==> config.mk <==
export PLATFORM = sky130hd
export DESIGN_NAME = pcg_clock_reset
export DESIGN_NICKNAME = d
export VERILOG_FILES = /design/src/verilog/pcg_pkg.sv /design/src/verilog/pcg_clock_reset.sv
export SDC_FILE = /design/constraint.sdc
export NUM_CORES = 1
export LEC_CHECK = 0
export BUFFER_PORTS_ARGS = -buffer_cell sky130_fd_sc_hd__buf_2
export CAP_MARGIN = 20
export CORE_MARGIN = 1
export CORE_UTILIZATION = 31
export DETAILED_ROUTE_END_ITERATION = 6
export GPL_ROUTABILITY_DRIVEN = 0
export PLACE_DENSITY_LB_ADDON = 0.2
export SLEW_MARGIN = 5
export SYNTH_ARGS = -nofsm -noshare
export SYNTH_HDL_FRONTEND = slang
export SYNTH_SLANG_ARGS = --single-unit
==> constraint.sdc <==
create_clock -name core_clk -period 5.05 [get_ports core_clk]
set_input_delay 0.2525 -clock core_clk [delete_from_list [all_inputs] [get_ports core_clk]]
set_output_delay 0.2525 -clock core_clk [all_outputs]
set_load 0.02 [all_outputs]
==> src/verilog/pcg_pkg.sv <==
// Purpose: constants and bus carriers for the peripheral clock gate block
// Assumes: AXI4-Lite, 32-bit data, one aligned word per register
// Notes:   offsets and the status register layout are local choices
package pcg_pkg;

  localparam int ADDR_W = 8;

  // Register byte offsets
  localparam logic [ADDR_W-1:0] OFS_CLK_EN_ONE  = 8'h00;
  localparam logic [ADDR_W-1:0] OFS_RST_CTL_ONE = 8'h04;
  localparam logic [ADDR_W-1:0] OFS_CLK_EN_TWO  = 8'h08;
  localparam logic [ADDR_W-1:0] OFS_GATE_STATUS = 8'h0c;

  // Field positions shared by enable, reset and status words
  localparam int BASE_LSB  = 0;
  localparam int TIMER_LSB = 8;
  localparam int QUAD_LSB  = 16;
  localparam int CAN_LSB   = 4;
  localparam int UNITS     = 4;
  localparam int CAN_W     = 3;

  // Writable bits
  localparam logic [31:0] MASK_CLK_EN_ONE  = 32'h000f_0f0f;
  localparam logic [31:0] MASK_RST_CTL_ONE = 32'h000f_0f0f;
  localparam logic [31:0] MASK_CLK_EN_TWO  = 32'h1333_f103;
  localparam logic [31:0] MASK_CAN_FIELD   = 32'h0000_0070;

  // Values after reset
  localparam logic [31:0] RST_CLK_EN_ONE   = 32'h000f_0f0f;
  localparam logic [31:0] RST_RST_CTL_ONE  = 32'h0000_0000;
  localparam logic [31:0] RST_CLK_EN_TWO   = 32'h0313_f000;
  localparam logic [31:0] RST_CAN_FIELD    = 32'h0000_0070;

  localparam logic [1:0] RESP_OKAY   = 2'h0;
  localparam logic [1:0] RESP_SLVERR = 2'h2;

  typedef struct packed {
    logic              awvalid;
    logic [ADDR_W-1:0] awaddr;
    logic              wvalid;
    logic [31:0]       wdata;
    logic [3:0]        wstrb;
    logic              bready;
    logic              arvalid;
    logic [ADDR_W-1:0] araddr;
    logic              rready;
  } pcg_axil_req_s;

  typedef struct packed {
    logic        awready;
    logic        wready;
    logic        bvalid;
    logic [1:0]  bresp;
    logic        arready;
    logic        rvalid;
    logic [31:0] rdata;
    logic [1:0]  rresp;
  } pcg_axil_rsp_s;

  typedef struct packed {
    logic [UNITS-1:0] quad;
    logic [UNITS-1:0] timer;
    logic [UNITS-1:0] base;
  } pcg_unit_set_s;

endpackage

==> src/verilog/pcg_clock_reset.sv <==
// Purpose: peripheral clock gating and software reset for timer units
// Assumes: core_clk is the bus clock; srst synchronous, active high
// Notes:   clock gates switch on the low phase so gated clocks never glitch
//
// How it works
// - enable bits 8..11 gate timer unit groups
// - timer enable 1 delivers bus clock
// - timer enable 0 stops its bus clock
// - timer enables read 1 after reset
// - enable bits 0..3 gate base timer groups
// - base enable 1 supplies, 0 gates clock
// - base timer enables read 1 after reset
// - reset bits 16..19 reset quad counters
// - quad reset bit 1 holds unit reset
// - reset bits 8..11 reset timer units
// - timer reset bit 1 holds unit reset
// - reset bits 0..3 reset base groups
// - base reset bit 1 holds group reset
// - all reset bits read 0 after reset
// - reset persists until software writes 0
// - without CAN, CAN field reads-only 000
// - quad enable 0 gates, 1 supplies clock
`timescale 1ns/1ps

module pcg_clock_reset #(
  parameter bit CAN_PRESENT = 1'b1
) (
  input  wire logic                   core_clk,
  input  wire logic                   srst,
  input  wire logic                   clk_en,
  input  wire pcg_pkg::pcg_axil_req_s axil_req,
  output pcg_pkg::pcg_axil_rsp_s      axil_rsp,
  output logic [3:0]                  timer_unit_clk,
  output logic [3:0]                  base_timer_clk,
  output logic [3:0]                  quad_counter_clk,
  output logic [2:0]                  can_clk,
  output logic [31:0]                 clk_en_two_state,
  output logic [3:0]                  timer_unit_reset_bits,
  output logic [3:0]                  base_timer_reset_bits,
  output logic [3:0]                  quad_counter_reset_bits
);
  import pcg_pkg::*;

  localparam logic [31:0] MASK_TWO = CAN_PRESENT ?
    (MASK_CLK_EN_TWO | MASK_CAN_FIELD) : MASK_CLK_EN_TWO;
  localparam logic [31:0] RST_TWO = CAN_PRESENT ?
    (RST_CLK_EN_TWO | RST_CAN_FIELD) : RST_CLK_EN_TWO;

  // Byte-lane merge limited to writable bits; reserved bits stay zero
  function automatic logic [31:0] merge_write(
    input logic [31:0] old_val,
    input logic [31:0] new_val,
    input logic [3:0]  strb,
    input logic [31:0] mask
  );
    logic [31:0] lanes;
    lanes = {{8{strb[3]}}, {8{strb[2]}}, {8{strb[1]}}, {8{strb[0]}}};
    lanes = lanes & mask;
    merge_write = (old_val & ~lanes) | (new_val & lanes);
  endfunction

  function automatic pcg_unit_set_s unit_fields(input logic [31:0] word);
    unit_fields.quad  = word[QUAD_LSB +: UNITS];
    unit_fields.timer = word[TIMER_LSB +: UNITS];
    unit_fields.base  = word[BASE_LSB +: UNITS];
  endfunction

  logic [31:0]       clk_en_one;
  logic [31:0]       rst_ctl_one;
  logic [31:0]       clk_en_two;
  pcg_unit_set_s     gate_on;
  logic [CAN_W-1:0]  can_gate_on;

  logic              aw_held;
  logic              w_held;
  logic [ADDR_W-1:0] aw_addr;
  logic [31:0]       w_data;
  logic [3:0]        w_strb;

  // Bus handshakes are only taken while the block is clocked
  wire               aw_hs = clk_en & axil_req.awvalid & axil_rsp.awready;
  wire               w_hs  = clk_en & axil_req.wvalid & axil_rsp.wready;
  wire               ar_hs = clk_en & axil_req.arvalid & axil_rsp.arready;
  wire               have_aw = aw_held | aw_hs;
  wire               have_w  = w_held | w_hs;
  wire               do_write = have_aw & have_w;
  wire [ADDR_W-1:0]  wr_addr = aw_held ? aw_addr : axil_req.awaddr;
  wire [31:0]        wr_data = w_held ? w_data : axil_req.wdata;
  wire [3:0]         wr_strb = w_held ? w_strb : axil_req.wstrb;

  wire               wr_one = do_write & (wr_addr == OFS_CLK_EN_ONE);
  wire               wr_rst = do_write & (wr_addr == OFS_RST_CTL_ONE);
  wire               wr_two = do_write & (wr_addr == OFS_CLK_EN_TWO);
  wire               wr_hit = wr_one | wr_rst | wr_two;

  wire               next_bvalid = do_write |
                                   (axil_rsp.bvalid & ~axil_req.bready);
  wire               next_aw_held = have_aw & ~have_w;
  wire               next_w_held  = have_w & ~have_aw;
  wire               next_rvalid  = ar_hs |
                                   (axil_rsp.rvalid & ~axil_req.rready);

  // Read decode
  logic [31:0] rd_word;
  logic        rd_hit;
  always_comb begin
    rd_hit  = 1'b1;
    if (axil_req.araddr == OFS_CLK_EN_ONE) begin
      rd_word = clk_en_one;
    end else if (axil_req.araddr == OFS_RST_CTL_ONE) begin
      rd_word = rst_ctl_one;
    end else if (axil_req.araddr == OFS_CLK_EN_TWO) begin
      rd_word = clk_en_two;
    end else if (axil_req.araddr == OFS_GATE_STATUS) begin
      // Gate state as actually applied, one half cycle behind the enables
      rd_word = '0;
      rd_word[QUAD_LSB +: UNITS]  = gate_on.quad;
      rd_word[TIMER_LSB +: UNITS] = gate_on.timer;
      rd_word[BASE_LSB +: UNITS]  = gate_on.base;
      rd_word[CAN_LSB +: CAN_W]   = can_gate_on;
    end else begin
      rd_word = '0;
      rd_hit  = 1'b0;
    end
  end

  // Write channel bookkeeping
  always_ff @(posedge core_clk) begin
    if (srst) begin
      aw_held <= 1'b0;
      w_held  <= 1'b0;
      aw_addr <= '0;
      w_data  <= '0;
      w_strb  <= '0;
    end else if (clk_en) begin
      aw_held <= next_aw_held;
      w_held  <= next_w_held;
      if (aw_hs) begin
        aw_addr <= axil_req.awaddr;
      end
      if (w_hs) begin
        w_data <= axil_req.wdata;
        w_strb <= axil_req.wstrb;
      end
    end
  end

  // Bus answer flops
  always_ff @(posedge core_clk) begin
    if (srst) begin
      axil_rsp <= '0;
    end else if (clk_en) begin
      axil_rsp.awready <= ~next_aw_held & ~next_bvalid;
      axil_rsp.wready  <= ~next_w_held & ~next_bvalid;
      axil_rsp.bvalid  <= next_bvalid;
      axil_rsp.arready <= ~next_rvalid;
      axil_rsp.rvalid  <= next_rvalid;
      if (do_write) begin
        axil_rsp.bresp <= wr_hit ? RESP_OKAY : RESP_SLVERR;
      end
      if (ar_hs) begin
        axil_rsp.rdata <= rd_word;
        axil_rsp.rresp <= rd_hit ? RESP_OKAY : RESP_SLVERR;
      end
    end
  end

  // Control registers; reserved bits masked on write
  always_ff @(posedge core_clk) begin
    if (srst) begin
      clk_en_one  <= RST_CLK_EN_ONE;
      rst_ctl_one <= RST_RST_CTL_ONE;
      clk_en_two  <= RST_TWO;
    end else if (clk_en) begin
      if (wr_one) begin
        clk_en_one <= merge_write(clk_en_one, wr_data, wr_strb,
                                  MASK_CLK_EN_ONE);
      end
      // A reset bit only clears by an explicit write of 0
      if (wr_rst) begin
        rst_ctl_one <= merge_write(rst_ctl_one, wr_data, wr_strb,
                                   MASK_RST_CTL_ONE);
      end
      // Without CAN the field is absent from the mask, so it stays 000
      if (wr_two) begin
        clk_en_two <= merge_write(clk_en_two, wr_data, wr_strb,
                                  MASK_TWO);
      end
    end
  end

  // Gate enables sampled on the falling edge: the AND below can only
  // change while core_clk is low, so no runt pulse can escape.
  always_ff @(negedge core_clk) begin
    if (srst) begin
      gate_on     <= unit_fields(RST_CLK_EN_ONE);
      can_gate_on <= RST_TWO[CAN_LSB +: CAN_W];
    end else if (clk_en) begin
      gate_on     <= unit_fields(clk_en_one);
      can_gate_on <= clk_en_two[CAN_LSB +: CAN_W];
    end
  end

  // Gated bus clocks for each unit group
  assign timer_unit_clk   = {UNITS{core_clk}} & gate_on.timer;
  assign base_timer_clk   = {UNITS{core_clk}} & gate_on.base;
  assign quad_counter_clk = {UNITS{core_clk}} & gate_on.quad;
  assign can_clk          = {CAN_W{core_clk}} & can_gate_on;

  // Reset outputs held while the matching bit stays set
  always_ff @(posedge core_clk) begin
    if (srst) begin
      quad_counter_reset_bits <= '0;
      timer_unit_reset_bits   <= '0;
      base_timer_reset_bits   <= '0;
      clk_en_two_state        <= RST_TWO;
    end else if (clk_en) begin
      quad_counter_reset_bits <= rst_ctl_one[QUAD_LSB +: UNITS];
      timer_unit_reset_bits   <= rst_ctl_one[TIMER_LSB +: UNITS];
      base_timer_reset_bits   <= rst_ctl_one[BASE_LSB +: UNITS];
      clk_en_two_state        <= clk_en_two;
    end
  end

endmodule

==> impl_metrics.csv <==
group,metric,value,unit
job,drv_cap,0,
critical_path,worstPathArrival,3.77,ns
critical_path,rrSetupSlack,1.54,ns
clock_tree,holdBufCountCts,36,
place,numPortBuffers,126,
floorplanning,dieArea,0.02343,sq mm
finish,stdcell_count,1227,
synth,ys_ff_latch,154,
drt,drt-initial-drc-count,221,
drt,viasPerCell,4.756,
grt,antenna_found_initial,0,
clock_tree,clock_latency,0.59,ns
synth,synthArstFlopShare,0,%
status,outcome,"finished clean",
sta,slew_headroom,28.03,%
drt,dr.pass1.iters,4,
drt,wl_per_cell,15.84,microns
finish,final_common_cell,"dfxtp_1",
power,sequentialPowerShare,36.1,%
power,pwr-share-clk,56.9,%
drt,ant_nets,0,
min_path,holdPathStages,4,
clock_tree,cts_resized,0,
floorplanning,ios,160,
sta,finalMaxSlewViolations,0,
critical_path,critPathRequiredTime,4.80,ns
critical_path,reg2reg_from,"gate_on[11]",
critical_path,critPathKind,"reg -> out",
grt,grtUsageTotal,17.00,%
grt,grt_pass1_wl,30680,microns
grt,grt_pass1_vias,5674,
clock_tree,post_cts_buffers,0,
power,vdd_drop_max,0.1731,mV
finish,nets,993,
synth,synth-edff-count,0,
clock_tree,cts_tree,"done",
floorplanning,die_h,153.1,microns
synth,synth_area,0.007076,sq mm
sta,clock_skew,0.05566,ns
place,dp_cells,1132,
floorplanning,rows,54,
drt,drt-total-wl,19440,microns
critical_path,worstReg2RegEnd,"axil_rsp[21]",
synth,yosysUniqueCellTypes,49,
critical_path,critical_path_peak_fanout,3,
clock_tree,clkSlewWorstSetupHoldPaths,0.06,ns
finish,drive_gt1_share,23.13,%
synth,ys.flop_type,"dfxtp_1",
power,p_sw_share,29.43,%
finish,syn_to_final_growth,26.53,%
finish,antennaDiodeCount,0,
finish,final_cell_mix,"dfxtp_1, buf_2, nand2_1",
min_path,hp-class,"in -> reg",
floorplanning,start_util,32.03,%
power,p_per_area,388.3,mW/mm^2
critical_path,cp-end-kind,"output pin",
floorplanning,core,0.02209,sq mm
power,p_int,0.002453,W
power,p_comb_share,7.0,%
drt,drc,0,
synth,ys_warn_count,0,
grt,grt_max_degree,73,
sta,fin_setup_tns,0,ns
synth,avgSynthCellArea,9.036,sq um
sta,finalHoldViolations,0,
power,p_switching,0.001023,W
finish,final.fill_count,2233,
critical_path,ff2ff_path_depth,4,
grt,overflow,0,
synth,syn_inst,783,
sta,setup_viol,0,
power,p_leak,3.860,nW
critical_path,start_kind,"register",
sta,tightest_slew,1.080,ns
floorplanning,fp.dieW,153.1,microns
min_path,hold_end,"axil_rsp[38]",
place,dp_hpwl,13260,microns
min_path,min_from,"axil_req[10]",
drt,vias,5836,
sta,grt_setup_unrepaired,"false",
synth,synth_seq_area_share,43.57,%
## power groups by stage
stage / Combinational [W] / Sequential, W / Clock (W)
after floorplan: 0.000166 / 0.00128 / 0.000256
after global placement: 0.000219 / 0.00128 / 0.000328
after global routing: 0.000265 / 0.00126 / 0.00211
after detailed placement: 0.000220 / 0.00128 / 0.000328
final: 0.000242 / 0.00126 / 0.00198
after CTS: 0.000242 / 0.00126 / 0.00203
## stage by stage
step,util [%],total power (W),setup slack [ns],hold WS [ns],cell area [sq um]
finish,40.52,0.003476,1.025,0.04154,8952
floorplan,-,0.001704,1.156,0.3885,7166
detailed placement,35.05,0.001831,0.9462,0.4455,7744
global placement,35.05,0.001829,1.017,0.4399,7744
CTS,40.45,0.003528,1.007,0.02498,8937
global route,40.52,0.003632,0.9570,0.08130,8952
## how the worst max path moves through the flow
stage	from	to	cells after the start
finish	gate_on[9]	quad_counter_clk[1]	2
global route	can_gate_on[2]	can_clk[2]	3
CTS	can_gate_on[2]	can_clk[2]	3
detailed placement	clk_en	gate_on[6]	3
global placement	clk_en	gate_on[7]	3
floorplan	clk_en	gate_on[10]	5
## worst max-delay path: stages, from the launching register on
cell	delay [ns]
dfxtp_1	0.34
and2_1	0.16
buf_2	0.17
## cell families (layout without fill, tap and decap cells)
family                 Yosys count  after routing  synth area share (%)
buffers and inverters           96            236                 6.914
other                            1             25               0.05300
DFF                            154            154                 43.57
AOI/OAI and AO/OA              140            140                 13.79
and+or+nand+nor                303            303                 22.63
muxes                           89             89                 13.03
## per-layer routing
| metal | wire length [microns] | global-route usage, % |
|---|---|---|
| met1 | 9942 | 23.50 |
| met3 | 846 | 4.707 |
| met2 | 8312 | 24.44 |
| met4 | 335 | 7.552 |
| met5 | 0 | 0 |
## layout make-up
cell class	instances	area (sq um)	area share (%)
clock buffers	45	739.5	8.260
multi-input cells	557	3601	40.22
repair buffers	154	970.9	10.85
flip-flops and latches	154	3084	34.45
clock inverters	28	172.7	1.929
well taps	280	350.3	3.913
inverters	9	33.78	0.3774
## Yosys cell counts, types with 3 or more instances
| cell type | instances | area (sq um) |
|---|---|---|
| dfxtp_1 | 154 | 3083 |
| nand2_1 | 82 | 307.8 |
| nor2_1 | 68 | 255.2 |
| mux2i_1 | 64 | 640.6 |
| a21oi_1 | 43 | 215.2 |
| clkbuf_1 | 36 | 135.1 |
| nor2b_1 | 36 | 225.2 |
| and2_1 | 27 | 168.9 |
| buf_4 | 26 | 195.2 |
| a211o_1 | 21 | 183.9 |
| mux2_1 | 19 | 214.0 |
| nand2b_1 | 19 | 118.9 |
| a22oi_1 | 16 | 120.1 |
| nor3_1 | 16 | 80.08 |
| or2_2 | 14 | 87.58 |
| a211oi_1 | 13 | 97.59 |
| buf_2 | 12 | 60.06 |
| inv_1 | 10 | 37.54 |
| a31oi_1 | 9 | 56.30 |
| buf_1 | 9 | 33.78 |
| o21ai_0 | 8 | 40.04 |
| nand3_1 | 7 | 35.03 |
| nand4_2 | 7 | 87.58 |
| nor2_2 | 7 | 43.79 |
| a2bb2oi_1 | 6 | 52.55 |
| mux2_2 | 6 | 67.56 |
| o22ai_1 | 6 | 37.54 |
| a211oi_2 | 5 | 62.56 |
| o22a_1 | 5 | 43.79 |
| and3_1 | 4 | 25.02 |
| a32oi_1 | 3 | 26.28 |
| o211ai_1 | 3 | 22.52 |
Power figures use the tool's default switching activity.
